$ cat src/core/ppr_pkg.sv
/*
  Constants and types for the peripheral pin router: register indices,
  writable masks, reset value, field codes and pin position tables.
  Assumes pins are numbered {port, pin}: port A = 0, B = 1, C = 2.
*/
package ppr_pkg;

  // Pin index: bits 4:3 select the port, bits 2:0 the pin within it
  typedef logic [4:0] ppr_pin_t;

  typedef enum logic [1:0]
  {
    PPR_POS_DEFAULT = 2'h0,
    PPR_POS_ALT     = 2'h1,
    PPR_POS_RSV     = 2'h2,
    PPR_POS_NONE    = 2'h3
  } ppr_pos_t;

  localparam int         PPR_NPIN     = 24;
  localparam int         PPR_AW       = 12;
  localparam int         PPR_NROUTE   = 6;
  localparam logic [3:0] PPR_IDX_EVO  = 4'h0;
  localparam logic [3:0] PPR_IDX_LUT  = 4'h1;
  localparam logic [3:0] PPR_IDX_SER  = 4'h2;
  localparam logic [3:0] PPR_IDX_SPI  = 4'h3;
  localparam logic [3:0] PPR_IDX_WTM  = 4'h4;
  localparam logic [3:0] PPR_IDX_CTM  = 4'h5;
  localparam logic [3:0] PPR_IDX_OWNA = 4'h6;
  localparam logic [3:0] PPR_IDX_OWNC = 4'h8;
  localparam logic [7:0] PPR_RST      = 8'h00;
  localparam int         PPR_SER0_LSB = 0;
  localparam int         PPR_SER1_LSB = 2;

  localparam logic [7:0] PPR_MSK [PPR_NROUTE] = '{8'h03, 8'h0F, 8'h0F, 8'h03, 8'h3F, 8'h03};

  localparam ppr_pin_t PPR_EVO_DEF [2] = '{5'h02, 5'h0A};
  localparam ppr_pin_t PPR_EVO_ALT [2] = '{5'h07, 5'h0F};
  localparam ppr_pin_t PPR_LUT_DEF [4] = '{5'h04, 5'h07, 5'h0B, 5'h14};
  localparam ppr_pin_t PPR_LUT_ALT [4] = '{5'h0C, 5'h11, 5'h0E, 5'h05};
  localparam ppr_pin_t PPR_LUT_IN [4][3] = '{'{5'h00, 5'h01, 5'h02}, '{5'h13, 5'h14, 5'h15},
                                             '{5'h08, 5'h09, 5'h0A}, '{5'h10, 5'h11, 5'h12}};
  // Groups: 0 serial port 0, 1 serial port 1, 2 SPI port 0
  localparam ppr_pin_t PPR_GRP_DEF [3][4] = '{'{5'h0A, 5'h0B, 5'h09, 5'h08},
                                              '{5'h01, 5'h02, 5'h03, 5'h04},
                                              '{5'h01, 5'h02, 5'h03, 5'h04}};
  localparam ppr_pin_t PPR_GRP_ALT [3][4] = '{'{5'h01, 5'h02, 5'h03, 5'h04},
                                              '{5'h12, 5'h11, 5'h10, 5'h13},
                                              '{5'h12, 5'h11, 5'h10, 5'h13}};
  localparam ppr_pin_t PPR_WTM_DEF [6] = '{5'h08, 5'h09, 5'h0A, 5'h03, 5'h04, 5'h05};
  localparam ppr_pin_t PPR_WTM_ALT [6] = '{5'h0B, 5'h0C, 5'h0D, 5'h13, 5'h14, 5'h15};
  localparam ppr_pin_t PPR_CTM_DEF [2] = '{5'h05, 5'h03};
  localparam ppr_pin_t PPR_CTM_ALT [2] = '{5'h10, 5'h14};

endpackage : ppr_pkg

$ cat src/core/ppr_route_if.sv
/*
  Route settings from the register file to the routing core, and the
  pin ownership state back for read-out.
  Assumes both ends share pclk.
*/
`timescale 1ns/100ps
interface ppr_route_if;
  import ppr_pkg::*;
  logic [1:0]          evo;
  logic [3:0]          lut;
  logic [3:0]          ser;
  logic [1:0]          spi;
  logic [5:0]          wtm;
  logic [1:0]          ctm;
  logic [PPR_NPIN-1:0] own;

  modport regs (output evo, lut, ser, spi, wtm, ctm, input own);
  modport core (input evo, lut, ser, spi, wtm, ctm, output own);
endinterface : ppr_route_if

$ cat src/core/ppr_router.sv
/*
  Peripheral pin router: places each peripheral's pin signals on a
  default pin, an alternative pin or on no pin, as the route registers
  select, and returns pin levels to the peripherals.
  Assumes peripheral signals are on pclk; pin levels are asynchronous.
*/
// Local design decision: register access over APB.
`timescale 1ns/100ps
// Contract
// RULE1 - Software enables, disables or moves pin groups
// RULE2 - Event B on B2, or B7 when set
// RULE3 - Event A on A2, or A7 when set
// RULE4 - Table 3 output C4 or A5
// RULE5 - Table 2 output B3 or B6
// RULE6 - Table 1 output A7 or C1
// RULE7 - Table 0 output A4 or B4
// RULE8 - Serial 1: A1-A4, C2/C1/C0/C3, or none
// RULE9 - Event, table, serial routes reset to zero
// RULE10 - Serial 0: B2/B3/B1/B0, A1-A4, or none
// RULE11 - SPI: A1-A4, C2/C1/C0/C3, or none
// RULE12 - Each wide timer output moves independently
// RULE13 - Capture timers move to C4 and C0
// RULE14 - Unused bits read zero, reserved connects nothing
module ppr_router
(
  // Clock and reset
  input  wire logic                         pclk,
  input  wire logic                         presetn,
  // APB
  input  wire logic                         psel,
  input  wire logic                         penable,
  input  wire logic                         pwrite,
  input  wire logic [ppr_pkg::PPR_AW-1:0]   paddr,
  input  wire logic [31:0]                  pwdata,
  output logic      [31:0]                  prdata,
  output logic                              pready,
  output logic                              pslverr,
  // Event outputs
  input  wire logic [1:0]                   evo_out,
  input  wire logic [1:0]                   evo_en,
  // Logic tables
  input  wire logic [3:0]                   lut_out,
  input  wire logic [3:0]                   lut_en,
  output logic      [3:0][2:0]              lut_in,
  // Serial ports and SPI; lanes: data out, data in, clock, direction/select
  input  wire logic [3:0]                   ser0_out,
  input  wire logic [3:0]                   ser0_drv,
  output logic      [3:0]                   ser0_in,
  input  wire logic [3:0]                   ser1_out,
  input  wire logic [3:0]                   ser1_drv,
  output logic      [3:0]                   ser1_in,
  input  wire logic [3:0]                   spi_out,
  input  wire logic [3:0]                   spi_drv,
  output logic      [3:0]                   spi_in,
  // Timers
  input  wire logic [5:0]                   wtm_wo,
  input  wire logic [5:0]                   wtm_en,
  input  wire logic [1:0]                   ctm_wo,
  input  wire logic [1:0]                   ctm_en,
  // Port pins
  input  wire logic [ppr_pkg::PPR_NPIN-1:0] pin_level,
  output logic      [ppr_pkg::PPR_NPIN-1:0] pin_out,
  output logic      [ppr_pkg::PPR_NPIN-1:0] pin_own
);
  import ppr_pkg::*;

  ppr_route_if rt ();

  logic [PPR_NPIN-1:0] pin_sync;
  logic [PPR_NPIN-1:0] out_q;
  logic [PPR_NPIN-1:0] out_d;
  logic [PPR_NPIN-1:0] own_q;
  logic [PPR_NPIN-1:0] own_d;
  logic [2:0][3:0]     grp_in_q;
  logic [2:0][3:0]     grp_in_d;
  logic [3:0][2:0]     lut_in_q;
  logic [3:0][2:0]     lut_in_d;
  logic [2:0][3:0]     grp_out;
  logic [2:0][3:0]     grp_drv;
  logic [2:0][1:0]     grp_fld;

  ppr_regs u_regs
  (
    .pclk    (pclk),
    .presetn (presetn),
    .psel    (psel),
    .penable (penable),
    .pwrite  (pwrite),
    .paddr   (paddr),
    .pwdata  (pwdata),
    .prdata  (prdata),
    .pready  (pready),
    .pslverr (pslverr),
    .rt      (rt.regs)
  );

  ppr_sync u_sync
  (
    .pclk    (pclk),
    .presetn (presetn),
    .d       (pin_level),
    .q       (pin_sync)
  );

  function automatic ppr_pin_t ppr_pick(input logic alt, input ppr_pin_t dp, input ppr_pin_t ap);
    return alt ? ap : dp;
  endfunction : ppr_pick

  // Only the default and alternative codes connect; reserved behaves as none
  function automatic logic ppr_on(input logic [1:0] f);
    return f == PPR_POS_DEFAULT || f == PPR_POS_ALT; // RULE14
  endfunction : ppr_on

  assign grp_out = {spi_out, ser1_out, ser0_out};
  assign grp_drv = {spi_drv, ser1_drv, ser0_drv};
  assign grp_fld = {rt.spi, rt.ser[PPR_SER1_LSB +: 2], rt.ser[PPR_SER0_LSB +: 2]};

  // Later claims win a pin: timers lowest, event outputs highest. Software
  // should avoid overlaps; the fixed order only keeps the pin defined.
  always_comb
  begin
    ppr_pin_t p;
    p        = '0;
    own_d    = '0;
    out_d    = '0;
    grp_in_d = '0;
    lut_in_d = '0;
    for (int i = 0; i < 2; i++)
    begin
      p = ppr_pick(rt.ctm[i], PPR_CTM_DEF[i], PPR_CTM_ALT[i]); // RULE13
      if (ctm_en[i])
      begin
        own_d[p] = 1'b1;
        out_d[p] = ctm_wo[i];
      end
    end
    for (int i = 0; i < 6; i++)
    begin
      p = ppr_pick(rt.wtm[i], PPR_WTM_DEF[i], PPR_WTM_ALT[i]); // RULE12
      if (wtm_en[i])
      begin
        own_d[p] = 1'b1;
        out_d[p] = wtm_wo[i];
      end
    end
    for (int k = 0; k < 4; k++)
    begin
      p = ppr_pick(rt.lut[k], PPR_LUT_DEF[k], PPR_LUT_ALT[k]); // RULE4 RULE5 RULE6 RULE7
      if (lut_en[k])
      begin
        own_d[p] = 1'b1;
        out_d[p] = lut_out[k];
      end
      for (int j = 0; j < 3; j++)
        lut_in_d[k][j] = pin_sync[PPR_LUT_IN[k][j]];
    end
    for (int g = 2; g >= 0; g--)
    begin
      for (int i = 0; i < 4; i++)
      begin
        p = ppr_pick(grp_fld[g] == PPR_POS_ALT, PPR_GRP_DEF[g][i], PPR_GRP_ALT[g][i]);
        if (ppr_on(grp_fld[g])) // RULE8 RULE10 RULE11
        begin
          grp_in_d[g][i] = pin_sync[p];
          if (grp_drv[g][i])
          begin
            own_d[p] = 1'b1;
            out_d[p] = grp_out[g][i];
          end
        end
      end
    end
    for (int i = 0; i < 2; i++)
    begin
      p = ppr_pick(rt.evo[i], PPR_EVO_DEF[i], PPR_EVO_ALT[i]); // RULE2 RULE3
      if (evo_en[i])
      begin
        own_d[p] = 1'b1;
        out_d[p] = evo_out[i];
      end
    end
  end

  always_ff @(posedge pclk or negedge presetn)
  begin
    if (!presetn)
    begin
      out_q    <= '0;
      own_q    <= '0;
      grp_in_q <= '0;
      lut_in_q <= '0;
    end
    else
    begin
      out_q    <= out_d;
      own_q    <= own_d;
      grp_in_q <= grp_in_d;
      lut_in_q <= lut_in_d;
    end
  end

  assign pin_out = out_q;
  assign pin_own = own_q;
  assign rt.own  = own_q;
  assign ser0_in = grp_in_q[0];
  assign ser1_in = grp_in_q[1];
  assign spi_in  = grp_in_q[2];
  assign lut_in  = lut_in_q;

  AST_EVO_B_ALT: assert property (@(posedge pclk) disable iff (!presetn) // RULE2
    ($past(evo_en[1]) && $past(rt.evo[1]))
      |-> pin_own[PPR_EVO_ALT[1]] && pin_out[PPR_EVO_ALT[1]] == $past(evo_out[1]))
    else $error("event output B not on its alternative pin");

  AST_EVO_A_DEF: assert property (@(posedge pclk) disable iff (!presetn) // RULE3
    ($past(evo_en[0]) && !$past(rt.evo[0]))
      |-> pin_own[PPR_EVO_DEF[0]] && pin_out[PPR_EVO_DEF[0]] == $past(evo_out[0]))
    else $error("event output A not on its default pin");

  AST_LOGIC_TABLE_3_ALT: assert property (@(posedge pclk) disable iff (!presetn) // RULE4
    ($past(lut_en[3]) && $past(rt.lut[3])) |-> pin_own[PPR_LUT_ALT[3]])
    else $error("table 3 output not on its alternative pin");

  AST_LOGIC_TABLE_2_DEF: assert property (@(posedge pclk) disable iff (!presetn) // RULE5
    ($past(lut_en[2]) && !$past(rt.lut[2])) |-> pin_own[PPR_LUT_DEF[2]])
    else $error("table 2 output not on its default pin");

  AST_LOGIC_TABLE_1_IN: assert property (@(posedge pclk) disable iff (!presetn) // RULE6
    lut_in[1][0] == $past(pin_level[PPR_LUT_IN[1][0]], 3))
    else $error("table 1 input 0 not taken from its fixed pin");

  AST_LOGIC_TABLE_0_ALT: assert property (@(posedge pclk) disable iff (!presetn) // RULE7
    ($past(lut_en[0]) && $past(rt.lut[0])) |-> pin_own[PPR_LUT_ALT[0]])
    else $error("table 0 output not on its alternative pin");

  AST_SER1_NONE: assert property (@(posedge pclk) disable iff (!presetn) // RULE8
    ($past(rt.ser[PPR_SER1_LSB +: 2]) == PPR_POS_NONE) |-> ser1_in == 4'h0)
    else $error("serial port 1 sees a pin while disconnected");

  AST_SER0_RX: assert property (@(posedge pclk) disable iff (!presetn) // RULE10
    ($past(rt.ser[PPR_SER0_LSB +: 2]) == PPR_POS_DEFAULT)
      |-> ser0_in[1] == $past(pin_level[PPR_GRP_DEF[0][1]], 3))
    else $error("serial port 0 receive not from its default pin");

  AST_SPI_ALT: assert property (@(posedge pclk) disable iff (!presetn) // RULE11
    ($past(rt.spi) == PPR_POS_ALT && $past(spi_drv[2])) |-> pin_own[PPR_GRP_ALT[2][2]])
    else $error("SPI clock not on its alternative pin");

  AST_WTM4_ALT: assert property (@(posedge pclk) disable iff (!presetn) // RULE12
    ($past(wtm_en[4]) && $past(rt.wtm[4])) |-> pin_own[PPR_WTM_ALT[4]])
    else $error("wide timer output 4 not on its alternative pin");

  AST_CTM1_ALT: assert property (@(posedge pclk) disable iff (!presetn) // RULE13
    ($past(ctm_en[1]) && $past(rt.ctm[1])) |-> pin_own[PPR_CTM_ALT[1]])
    else $error("capture timer 1 not on its alternative pin");

  AST_SPI_RSV: assert property (@(posedge pclk) disable iff (!presetn) // RULE14
    ($past(rt.spi) == PPR_POS_RSV) |-> spi_in == 4'h0)
    else $error("SPI connected under a reserved code");

  AST_OWN_DROP: assert property (@(posedge pclk) disable iff (!presetn) // RULE1
    (own_d == '0) |=> pin_own == '0 && pin_out == '0)
    else $error("pin kept after every claim was withdrawn");

  AST_EVO_B_DEF: assert property (@(posedge pclk) disable iff (!presetn) // RULE2
    ($past(evo_en[1]) && !$past(rt.evo[1]))
      |-> pin_own[PPR_EVO_DEF[1]] && pin_out[PPR_EVO_DEF[1]] == $past(evo_out[1]))
    else $error("event output B not on its default pin");

  AST_EVO_A_ALT: assert property (@(posedge pclk) disable iff (!presetn) // RULE3
    ($past(evo_en[0]) && $past(rt.evo[0]))
      |-> pin_own[PPR_EVO_ALT[0]] && pin_out[PPR_EVO_ALT[0]] == $past(evo_out[0]))
    else $error("event output A not on its alternative pin");

  AST_LOGIC_TABLE_3_DEF: assert property (@(posedge pclk) disable iff (!presetn) // RULE4
    ($past(lut_en[3]) && !$past(rt.lut[3])) |-> pin_own[PPR_LUT_DEF[3]])
    else $error("table 3 output not on its default pin");

  AST_LOGIC_TABLE_2_ALT: assert property (@(posedge pclk) disable iff (!presetn) // RULE5
    ($past(lut_en[2]) && $past(rt.lut[2])) |-> pin_own[PPR_LUT_ALT[2]])
    else $error("table 2 output not on its alternative pin");

  AST_LOGIC_TABLE_1_ALT: assert property (@(posedge pclk) disable iff (!presetn) // RULE6
    ($past(lut_en[1]) && $past(rt.lut[1])) |-> pin_own[PPR_LUT_ALT[1]])
    else $error("table 1 output not on its alternative pin");

  AST_LOGIC_TABLE_0_DEF: assert property (@(posedge pclk) disable iff (!presetn) // RULE7
    ($past(lut_en[0]) && !$past(rt.lut[0])) |-> pin_own[PPR_LUT_DEF[0]])
    else $error("table 0 output not on its default pin");

  AST_SER1_ALT: assert property (@(posedge pclk) disable iff (!presetn) // RULE8
    ($past(rt.ser[PPR_SER1_LSB +: 2]) == PPR_POS_ALT && $past(ser1_drv[0]))
      |-> pin_own[PPR_GRP_ALT[1][0]])
    else $error("serial port 1 transmit not on its alternative pin");

  AST_SER0_NONE: assert property (@(posedge pclk) disable iff (!presetn) // RULE10
    ($past(rt.ser[PPR_SER0_LSB +: 2]) == PPR_POS_NONE) |-> ser0_in == 4'h0)
    else $error("serial port 0 sees a pin while disconnected");

  AST_SPI_NONE: assert property (@(posedge pclk) disable iff (!presetn) // RULE11
    ($past(rt.spi) == PPR_POS_NONE) |-> spi_in == 4'h0)
    else $error("SPI sees a pin while disconnected");

  AST_WTM0_DEF: assert property (@(posedge pclk) disable iff (!presetn) // RULE12
    ($past(wtm_en[0]) && !$past(rt.wtm[0])) |-> pin_own[PPR_WTM_DEF[0]])
    else $error("wide timer output 0 not on its default pin");

  AST_CTM0_ALT: assert property (@(posedge pclk) disable iff (!presetn) // RULE13
    ($past(ctm_en[0]) && $past(rt.ctm[0])) |-> pin_own[PPR_CTM_ALT[0]])
    else $error("capture timer 0 not on its alternative pin");

  AST_SER1_RSV: assert property (@(posedge pclk) disable iff (!presetn) // RULE14
    ($past(rt.ser[PPR_SER1_LSB +: 2]) == PPR_POS_RSV) |-> ser1_in == 4'h0)
    else $error("serial port 1 connected under a reserved code");
endmodule : ppr_router

$ cat src/core/ppr_sync.sv
/*
  Two-stage synchroniser for the pin input levels.
  Assumes pin levels are asynchronous to pclk.
*/
`timescale 1ns/100ps
module ppr_sync
(
  // Clock and reset
  input  wire logic                         pclk,
  input  wire logic                         presetn,
  // Levels
  input  wire logic [ppr_pkg::PPR_NPIN-1:0] d,
  output logic      [ppr_pkg::PPR_NPIN-1:0] q
);
  import ppr_pkg::*;

  logic [PPR_NPIN-1:0] meta_q;
  logic [PPR_NPIN-1:0] sync_q;

  always_ff @(posedge pclk or negedge presetn)
  begin
    if (!presetn)
    begin
      meta_q <= '0;
      sync_q <= '0;
    end
    else
    begin
      meta_q <= d;
      sync_q <= meta_q;
    end
  end

  assign q = sync_q;
endmodule : ppr_sync

$ cat src/core/ppr_regs.sv
/*
  APB register file: six route registers and three read-only pin
  ownership registers. Zero wait states.
  Assumes an APB master; byte address is four times the register index.
*/
`timescale 1ns/100ps
module ppr_regs
(
  // Clock and reset
  input  wire logic                       pclk,
  input  wire logic                       presetn,
  // APB
  input  wire logic                       psel,
  input  wire logic                       penable,
  input  wire logic                       pwrite,
  input  wire logic [ppr_pkg::PPR_AW-1:0] paddr,
  input  wire logic [31:0]                pwdata,
  output logic      [31:0]                prdata,
  output logic                            pready,
  output logic                            pslverr,
  // Route settings
  ppr_route_if.regs                       rt
);
  import ppr_pkg::*;

  logic [PPR_NROUTE-1:0][7:0] route_q;
  logic [PPR_NROUTE-1:0][7:0] route_d;
  logic [31:0]                prdata_q;
  logic [31:0]                prdata_d;
  logic                       seen_wr_q;
  logic                       seen_wr_d;
  logic [3:0]                 idx;
  logic                       access;

  function automatic logic ppr_mapped(input logic [PPR_AW-1:0] a);
    return a[1:0] == 2'h0 && a[PPR_AW-1:6] == '0 && a[5:2] <= PPR_IDX_OWNC;
  endfunction : ppr_mapped

  assign idx    = paddr[5:2];
  assign access = psel && penable;

  always_comb
  begin
    route_d   = route_q;
    prdata_d  = prdata_q;
    seen_wr_d = seen_wr_q;
    // Unimplemented bits are masked on write so they always read zero
    if (access && pwrite && ppr_mapped(paddr) && idx <= PPR_IDX_CTM) // RULE14
    begin
      route_d[idx[2:0]] = pwdata[7:0] & PPR_MSK[idx[2:0]]; // RULE1
      seen_wr_d         = 1'b1;
    end
    // Read data is captured in setup so that it comes from a flip-flop
    if (psel && !penable)
    begin
      prdata_d = 32'h0000_0000;
      if (ppr_mapped(paddr))
      begin
        if (idx <= PPR_IDX_CTM)
          prdata_d[7:0] = route_q[idx[2:0]];
        else
          prdata_d[7:0] = rt.own[8*(idx-PPR_IDX_OWNA) +: 8];
      end
    end
  end

  always_ff @(posedge pclk or negedge presetn)
  begin
    if (!presetn)
    begin
      route_q   <= {PPR_NROUTE{PPR_RST}}; // RULE9
      prdata_q  <= 32'h0000_0000;
      seen_wr_q <= 1'b0;
    end
    else
    begin
      route_q   <= route_d;
      prdata_q  <= prdata_d;
      seen_wr_q <= seen_wr_d;
    end
  end

  assign prdata  = prdata_q;
  assign pready  = 1'b1;
  assign pslverr = access && !ppr_mapped(paddr);
  assign rt.evo  = route_q[PPR_IDX_EVO[2:0]][1:0];
  assign rt.lut  = route_q[PPR_IDX_LUT[2:0]][3:0];
  assign rt.ser  = route_q[PPR_IDX_SER[2:0]][3:0];
  assign rt.spi  = route_q[PPR_IDX_SPI[2:0]][1:0];
  assign rt.wtm  = route_q[PPR_IDX_WTM[2:0]][5:0];
  assign rt.ctm  = route_q[PPR_IDX_CTM[2:0]][1:0];

  AST_RST_DEFAULT: assert property (@(posedge pclk) disable iff (!presetn) // RULE9
    !seen_wr_q |-> (rt.evo == 2'h0 && rt.lut == 4'h0 && rt.ser == 4'h0))
    else $error("route register left its reset value without a write");

  AST_WR_STEERS: assert property (@(posedge pclk) disable iff (!presetn) // RULE1
    (access && pwrite && paddr == {6'h00, PPR_IDX_WTM, 2'h0}) |=> rt.wtm == $past(pwdata[5:0]))
    else $error("timer route write not taken");
endmodule : ppr_regs

$ cat config.mk
export PLATFORM = sky130hd
export DESIGN_NAME = ppr_router
export DESIGN_NICKNAME = d
export VERILOG_FILES = /design/src/core/ppr_pkg.sv /design/src/core/ppr_route_if.sv /design/src/core/ppr_router.sv /design/src/core/ppr_sync.sv /design/src/core/ppr_regs.sv
export SDC_FILE = /design/constraint.sdc
export NUM_CORES = 1
export LEC_CHECK = 0
export BUFFER_PORTS_ARGS = -buffer_cell sky130_fd_sc_hd__buf_4
export CORE_MARGIN = 5
export CORE_UTILIZATION = 37
export CTS_BUF_LIST = sky130_fd_sc_hd__clkbuf_4 sky130_fd_sc_hd__clkbuf_8
export CTS_CLUSTER_SIZE = 14
export DETAILED_ROUTE_END_ITERATION = 10
export REMOVE_ABC_BUFFERS = 1
export SYNTH_ARGS = -nofsm -noshare
export SYNTH_HDL_FRONTEND = slang
export SYNTH_SLANG_ARGS = --single-unit
$ cat constraint.sdc
create_clock -name pclk -period 3.65 [get_ports pclk]
set_input_delay 0.365 -clock pclk [delete_from_list [all_inputs] [get_ports pclk]]
set_output_delay 0.365 -clock pclk [all_outputs]
set_load 0.01 [all_outputs]
**Yosys cells after proc, flatten, opt, wreduce, memory -nomap -nowiden**

Memory sizes are Yosys's and may differ from the RTL's.
Index checks and enable logic that the tools add are counted.

- Bits in registers: 176
- ROM bits: 64
- Input bits: 125
- Output and inout port bits: 106
- Logic and storage cells: 378
- Memories kept: 1

- $add $sub $neg: 1
- $lt $le $gt $ge: 57
- Equality and inequality tests: 3
- Shifts and indexed selects: 1
- Muxes and demuxes: 224
- Bitwise logic cells: 28
- Reductions and logical operators: 45

Memories:

| name | words | bits a word | rd ports | clocked after memory_dff | write ports | RTL line | source |
|---|---|---|---|---|---|---|---|
| (no name shown) | 8 | 8 | 1 | 0 | 0 | ppr_regs.sv:50 | `route_d[idx[2:0]] = pwdata[7:0] & PPR_MSK[idx[2:0]];` |

Operators by type and width:

| cell | number |
|---|---|
| 2-to-1 mux 24 bit | 76 |
| bitwise mux 24 bit | 25 |
| OR 24 bit | 25 |
| demux 1 bit (select 5 bit) | 26 |
| < comparator 5 x 6 -> 1 bit (second input constant) | 15 |
| greater-or-equal comparator 5 x 1 -> 1 bit (second input constant) | 15 |
| 2-to-1 mux 5 bit | 15 |
| binary-select mux 1 bit (select 5 bit) | 12 |
| < comparator 4 x 6 -> 1 bit (second input constant) | 10 |
| 2-to-1 mux 1 bit | 50 |
| bitwise mux 48 bit | 1 |
| 2-to-1 mux 8 bit | 6 |
| greater-or-equal comparator 4 x 1 -> 1 bit (second input constant) | 10 |
| logical AND 1 bit | 35 |
| indexed part select 24 x 33 -> 8 bit | 1 |
| bitwise AND 24 bit | 1 |
| binary-select mux 8 bit (select 3 bit) | 1 |
| demux 8 bit (select 3 bit) | 1 |
| 2-to-1 mux 4 bit | 5 |
| 2-to-1 mux 3 bit | 5 |
| bitwise AND 8 bit | 1 |
| logical NOT 2 bit | 4 |
| equality test 2 x 1 -> 1 bit (second input constant) | 3 |
| greater-or-equal comparator 3 x 1 -> 1 bit (second input constant) | 2 |
| 11 further kinds | 14 |

**Longest topological paths before layout**

Gate-level depths: netlist (run 1).

- Depth after elaboration: 69
- Gate-level depth with buffers: 8
- Mapped depth without buffers: 6

**Hierarchy**

A second synthesis (run 1) with hierarchy kept.

- Cell total of the unflattened synthesis: 530
- Area total of the unflattened synthesis: 6,621.4 µm²

Modules (own cells, without submodules):

| module | instances | cells each | area an instance (µm²) | seq. area each (µm²) |
|---|---|---|---|---|
| ppr_router | 1 | 243 | 2,751.4 | 1,601.5 |
| ppr_regs | 1 | 239 | 2,668.8 | 1,101.1 |
| ppr_sync | 1 | 48 | 1,201.2 | 1,201.2 |

**Worst setup path before layout (run 1)**

OpenSTA, ideal clock, no wires.

- Kind: input-to-reg
- From: in paddr[2] (netlist bit)
- To: reg u_regs.prdata_q[6] (netlist: u_regs.prdata[6])
- Setup time: 68 ps
- Data arrival time: 2,291 ps
- Data required time: 3,582 ps
- Path slack: 1,291 ps
- Stages on the path: 8
- Path buffers: 2
- Cell sequence: clkbuf_1 > inv_1 > buf_6 > ha_1 > or3b_2 > a211oi_1 > and3_1 > a32o_1

- Word-level cells in the longest chain between the ends: 4
- Elaborated cells on any way between the ends: 9
- Those cells by class: 1 x add/sub; 2 x order compare; 1 x shift; 4 x mux; 1 x reduce/logical

Ends and longest elaborated chain:

| item | RTL line | source |
|---|---|---|
| start, declared | ppr_router.sv:33 | `input wire logic [ppr_pkg::PPR_AW-1:0] paddr,` |
| subtractor 4 x 3 -> 5 bit or binary-select mux 8 bit (select 3 bit) (tied branches) | ppr_regs.sv:62, ppr_regs.sv:60 |  |
| indexed part select 24 x 33 -> 8 bit or 2-to-1 mux 8 bit (tied branches) | ppr_regs.sv:62, ppr_regs.sv:60 |  |
| 2-to-1 mux 8 bit | ppr_regs.sv:59 | `if (idx <= PPR_IDX_CTM)` |
| 2-to-1 mux 8 bit (*) | ppr_regs.sv:57 | `if (ppr_mapped(paddr))` |
| end signal, assigned | ppr_regs.sv:78 | `prdata_q <= prdata_d;` |
| end, declared | ppr_regs.sv:28 | `logic [31:0] prdata_q;` |

Every way passes the cells marked *; elsewhere a longest branch is shown, timed or not. The select of a mux whose other input is x is not followed.
A chain may end at the register's enable or synchronous reset.

**Worst setup path in the final report (run 1)**

Same ends and word-level chain as after synthesis.

==> out/qor.yml, run 1 <==
cts_buffer_depth: 2
dp.cells: 864
die_h_um: 138
cp-start-kind: "input port"
wire_per_inst_um: 17.8
whs_ps: -15.4
die_w_um: 138
pwr_density_cell_nw_per_um2: 411
yosysSeqAreaShare: 0.572
setup-violations-final: 0
clk_latency_ps: 450
post-cts-setup-buffers: 0
grt_pass1_wl_um: 25100
vias: 4407
drt_first_pass_iters: 4
ir_drop_mv: 0.346
path_buf_inv: 2
std_cell_rows: 46
required_ps: 4040
io_pins: 231
tns_ps: 0
grtUsageTotal: 0.178
cts_buffers: 17
avgViaCountPerCell: 4.84
cts_max_level: 4
die_area_sq_um: 19000
coreArea_sq_um: 15900
slew_violations: 0
endpoint_kind: "flip-flop"
clkTransAtPathRegs_ps: 80
overflow: 0
post-dp-hpwl_um: 12100
cp_top_family: "compound AO/OA/AOI/OAI gates"
period_needed_ps: 2420
postCtsResizedCells: 0
nNetsFinal: 813
antenna_found_initial: 0
fin_cells: 911
netlist-cell-type-count: 50
run_status: "finished with violations"
cts_hold_buffers: 14
r2r_slack_ps: 1830
violations: "hold timing"
cts_tree: "yes"
port_buffers: 162
slew_headroom: 0.445
grt_pass1_vias: 4651
drc_errors: 0
fmax_ghz: 0.413
ys.flop_type: "dfrtp_1"
yosysWarnings: 0
maxCapViolations: 0
cts.sinks: 138
cp.arrival_ps: 2810
skew_ps: 12.0
drt_iter0_markers: 249
drive_gt1_frac: 0.353
clockRootBuffer: "clkbuf_8"
initial_core_util: 0.378
worstMarginPinSlew_ps: 833
synth.ff_latch_count: 138
static-leakage-power_nw: 3.89
holdCritPathClass: "in2async"
syn_area_sq_um: 6030
critical_path.max_fanout: 27
gp_congestion: 0.894
netlist_instances: 503
wl_um: 16200
grt_max_degree: 93
slowest_delay_ps: 650
period_share: 0.663
syn_area_per_cell_sq_um: 12.0
crit_slowest_cell: "a211oi_1"
synthArstFlopShare: 1.00
crit_type: "in2reg"
finalHoldViolCount: 14
synth_edf_count: 0
diodes: 0
rsz0062_at_grt: "no"
area_growth_pct: 30.6
ant_nets: 0
path_cells: "buf_4, inv_1, ha_1, or3b_2, a211oi_1, and3_1, a32o_1"
[layer usage]
metal	track usage	share of wire	vias up
li1	-	-	2066
met1	0.217	0.42	2175
met2	0.289	0.49	154
met3	0.0745	0.087	12
met4	0.0504	0.010	0
met5	0	0	-
[path summary, 6_finish.rpt]
kind                                    end  depth (start not counted)             start
min                        u_sync.meta_q[2]                          1           presetn
max                        u_regs.prdata[6]                          7          paddr[2]
max reg2reg                u_regs.prdata[0]                          4  u_regs.rt.spi[0]
min in group pclk               pin_own[15]                          2         evo_en[1]
min reg2reg                     u_sync.q[9]                          0  u_sync.meta_q[9]
max in group asynchronous        pin_own[1]                          2           presetn
[kinds of logic after synthesis]
logic type / count (synthesis) / synth area share
xor gates and xnor gates: 1 / 0.00145
muxes: 67 / 0.123
AOI/OAI and AO/OA: 58 / 0.0693
buffers and inverters: 57 / 0.0620
DFF: 138 / 0.572
other: 2 / 0.00125
and+or+nand+nor: 174 / 0.158
adders and majority gates: 6 / 0.0124
[power breakdown]
group | switching (W) | total, W | internal (W)
sequential | 0.0000198 | 0.00159 | 0.00157
combinational | 0.000176 | 0.000328 | 0.000151
clock | 0.000628 | 0.00132 | 0.000688
[layout by cell type, fill, tap and decap left out, types with 3 or more instances in the layout]
cell type,instances
a21oi_1,9
a221o_1,3
a31oi_1,6
a32o_1,4
a32oi_1,4
and2_1,15
and3_1,10
buf_4,163
bufinv_16,3
clkbuf_8,17
clkinvlp_4,3
conb_1,33
dfrtp_1,138
dlygate4sd3_1,15
ha_1,6
inv_1,6
inv_6,6
mux2_2,36
mux2i_1,27
nand2_1,50
nand2b_1,12
nand3_1,23
nand4_1,13
nand4b_1,4
nor2_1,27
nor2b_1,7
o21ai_0,15
o2bb2ai_1,3
[Yosys cell counts, types with 4 or more instances]
cell / count / area [sq um]
a21oi_1: 9 / 45.0
a31oi_1: 6 / 37.5
a32o_1: 4 / 40.0
a32oi_1: 4 / 35.0
and2_1: 15 / 93.8
and3_1: 10 / 62.6
buf_4: 36 / 270
clkbuf_1: 8 / 30.0
dfrtp_1: 138 / 3450
ha_1: 6 / 75.1
inv_1: 6 / 22.5
mux2_2: 36 / 405
mux2i_1: 27 / 270
nand2_1: 50 / 188
nand2b_1: 12 / 75.1
nand3_1: 23 / 115
nand4_1: 13 / 81.3
nand4b_1: 4 / 35.0
nor2_1: 27 / 101
nor2b_1: 7 / 43.8
o21ai_0: 15 / 75.1
[area by class of cell]
class / instances / area, sq um
clock inverters: 15 / 188
well taps: 216 / 270
inverters: 7 / 26.3
clock buffers: 17 / 234
flip-flops and latches: 138 / 3450
fillers: 1441 / 8070
multi-input cells: 339 / 2320
repair buffers: 179 / 1390
[flip-flops by register name, indices dropped and copies added (netlist names), 6 cells and up]
name            cells
lut_in             12
pin_out            20
pin_own            20
u_regs.prdata       8
u_regs.route_q     16
u_regs.rt.wtm       6
u_sync.meta_q      15
u_sync.q           15
[stage by stage]
stage | instance area, sq um | power, W | util | hold WS (ps) | setup WS (ps)
after floorplan | 5800 | 0.00173 | - | 69.4 | 1580
after global placement | 7310 | 0.00193 | 0.458 | 331 | 842
after detailed placement | 7310 | 0.00194 | 0.458 | 335 | 784
after CTS | 7870 | 0.00327 | 0.493 | 0.00952 | 1260
after global routing | 7880 | 0.00338 | 0.494 | 24.6 | 1160
final | 7880 | 0.00324 | 0.494 | -15.4 | 1230
[worst register-to-register path, cell delays in order (launching register included)]
cell and delay (ps):
dfrtp_1 540, mux4_2 550, a22oi_1 270, nand2_1 90, a32o_1 260
No activity file was read; power rests on OpenSTA's default activity.
==> run 2, diff against run 1 <==
- ABC_AREA: default -> 1
- PLACE_DENSITY: default -> 0.65
- clock period: 3.65 -> 1.9 ns (I/O delays scaled with it)
==> out/qor.yml, run 2 <==
ir_drop_mv: 0.442  # +28%
gp_congestion: 0.839  # -6.1%
synth.ff_latch_count: 138  # unchanged
wl_um: 19000  # +17%
cts_buffers: 17  # unchanged
grt_pass1_vias: 5540  # +19%
run_status: "complete, no violations"
clkTransAtPathRegs_ps: 80  # about the same
avgViaCountPerCell: 4.65  # -3.9%
grt_max_degree: 52  # -44%
netlist_instances: 736  # +46%
power_frac_comb: 0.124  # +0.023
io_pins: 231  # unchanged
nNetsFinal: 1121  # +38%
period_share: 0.918
clockRootBuffer: "clkbuf_8"
drc_errors: 0  # unchanged
drt_iter0_markers: 459  # +84%
period_needed_ps: 1740
setup-violations-final: 0  # unchanged
synth_most_common_cell: "nand2_1"
finalCoreUtilization: 0.532  # +0.0383
synthTopCellsByArea: "dfrtp_1 (55%), nand2_1 (14%), inv_1 (5.1%)"
yosys.area_share.xor_xnor: 0  # -0.00145
cp-start-kind: "flip-flop"
r2r_start: "u_regs.rt.ser[1]"
netlist-cell-type-count: 27  # -46%
port_buffers: 162  # unchanged
p_int_w: 0.00488  # +100%
crit_type: "reg2reg"
drive_gt1_frac: 0.236  # -0.117
swShare: 0.248  # -0.00688
yosysWarnings: 0  # unchanged
synthDominantCellAreaShare: 0.553  # -0.0194
post-place-ws_ps: 225  # -558 ps
yosysSeqAreaShare: 0.553  # -0.0194
fmax_ghz: 0.573
required_ps: 2290  # -1750 ps
post_dp_cell_area_sq_um: 7710  # +5.5%
synthMuxAreaShare: 0  # -0.123
synthArstFlopShare: 1.00  # unchanged
layout_commonest_cell: "nand2_1"
setup_ws_ps: 156  # -1070 ps
area_growth_pct: 41.4
antenna_found_initial: 0  # unchanged
slew_violations: 0  # unchanged
wire_per_inst_um: 15.5  # -13%
std_cell_rows: 47  # +2.2%
grt_pass1_wl_um: 29500  # +17%
syn_area_per_cell_sq_um: 8.48  # -29%
syn_area_sq_um: 6240  # +3.5%
ys.flop_type: "dfrtp_1"
clkPwrFrac: 0.405  # -0.002
die_area_sq_um: 19600  # +3.3%
clk_latency_ps: 460  # about the same
slew_headroom: 0.626  # +0.181
cp.arrival_ps: 2130  # -680 ps
layout_common_cells: "nand2_1 (228), buf_4 (182), dfrtp_1 (138), inv_1 (85), dlygate4sd3_1 (68)"
rsz0062_at_grt: "no"
grtUsageTotal: 0.194  # +0.0161
diodes: 0  # unchanged
critical_path.max_fanout: 6  # -78%
coreArea_sq_um: 16600  # +4.0%
synth-simple-area-share: 0.261  # +0.103
holdCritPathClass: "in2reg"
finalHoldViolCount: 0  # -14
design_area_sq_um: 8830  # +12%
initial_core_util: 0.376  # -0.00186
die_h_um: 140  # +1.6%
cts_buffer_depth: 2  # unchanged
power_frac_seq: 0.471  # -0.021
switching_power_w: 0.00161  # +95%
holdCritStartpoint: "ser1_drv[3]"
worstMarginPinSlew_ps: 559  # -273 ps
finalPower_w: 0.00649  # +100%
drt_first_pass_iters: 5  # +1
cts_tree: "yes"
ant_nets: 0  # unchanged
tns_ps: 0  # unchanged
synth_top_family_by_area: "simple AND/OR/NAND/NOR gates"
cts_max_level: 4  # unchanged
yosys-top-cells-count: "nand2_1 (228), dfrtp_1 (138), inv_1 (85)"
post-cts-setup-buffers: 0  # unchanged
post-dp-hpwl_um: 13800  # +14%
crit_start: "u_regs.rt.ser[1]"
maxCapViolations: 0  # unchanged
die_w_um: 140  # +1.6%
pwr_density_cell_nw_per_um2: 735  # +79%
overflow: 0  # unchanged
synth_edf_count: 0  # unchanged
static-leakage-power_nw: 4.80  # +24%
synthAdderAreaFrac: 0.0120  # -0.000422
cts.sinks: 138  # unchanged
synth_top_cell_by_area: "dfrtp_1"
skew_ps: 9.69  # -2.34 ps
synth_compound_area_frac: 0.0625  # -0.00676
vias: 5680  # +29%
endpoint_kind: "flip-flop"
[run 2: cell count changes in the layout (fill, tap and decap cells not counted), sizes merged, moves of 10 or more]
cell and change:
inv +79, nand2b -12, nor2 +37, mux2 -38, mux2i -27, nand3 +27
dlygate4sd3 +53, and2 -15, buf +21, nand2 +181, o21ai +25, and3 -10
nand4 +13
[run 2: timing repair]
action | in CTS | in global routing
hold buffers | 68 | 0
resized for setup | 0 | 2
setup endpoints to repair | 0 | 2
endpoints found under the hold margin | 94 | 0
[run 2: cells by family after synthesis]
| logic type | after synthesis |
|---|---|
| and+or+nand+nor | 377 |
| buffers and inverters | 141 |
| DFF | 138 |
| AOI/OAI and AO/OA | 72 |
| adders and majority gates | 6 |
| other | 2 |
[run 2: path summary, 6_finish.rpt]
check	endpoint	slack, ps	cells past startpoint
min	pin_own[4]	30	3
max reg2reg	pin_out[8]	160	5
min reg2reg	u_sync.q[8]	350	0
max in group asynchronous	u_regs.prdata[0]	1030	3
max	pin_out[8]	160	5
min in group asynchronous	u_sync.meta_q[10]	230	2
[run 2: stage by stage]
step | hold WS [ps] | instances
after floorplan | -106 | 718
after global placement | 143 | 1123
after global routing | 24.7 | 1222
after CTS | 1.84 | 1222
final | 30.7 | 1222
after detailed placement | 150 | 1123
[run 2: final cells by class]
| class | count | area, sq um |
|---|---|---|
| clock buffer | 20 | 263 |
| clock inverter | 11 | 170 |
| fill | 1588 | 7750 |
| inverter | 92 | 347 |
| multi-input combinational | 488 | 2220 |
| sequential | 138 | 3450 |
| tap | 220 | 275 |
| timing repair buffer | 253 | 2100 |
[run 2: routing by layer]
| metal | up-vias | global-route usage | part of all wire |
|---|---|---|---|
| li1 | 2778 | - | - |
| met1 | 2646 | 0.259 | 0.42 |
| met2 | 224 | 0.306 | 0.48 |
| met3 | 32 | 0.0436 | 0.074 |
| met4 | 0 | 0.0816 | 0.027 |
| met5 | - | 0 | 0 |
[run 2: power by group through the flow]
| stage | clock, W | combinational, W | sequential, W |
|---|---|---|---|
| 2_1_floorplan | 0 | 0.000227 | 0.00313 |
| 3_3_place_gp | 0 | 0.000692 | 0.00311 |
| 3_5_place_dp | 0 | 0.000696 | 0.00311 |
| 4_1_cts | 0.00268 | 0.000801 | 0.00305 |
| 5_1_grt | 0.00281 | 0.000885 | 0.00306 |
| 6_report | 0.00263 | 0.000803 | 0.00305 |
[run 2: critical path: stages, from the launching register on]
cell and delay (ps):
dfrtp_1 430, nor2_2 300, buf_4 210, a21oi_1 70, dlygate4sd3_1 570, nor2_1 100
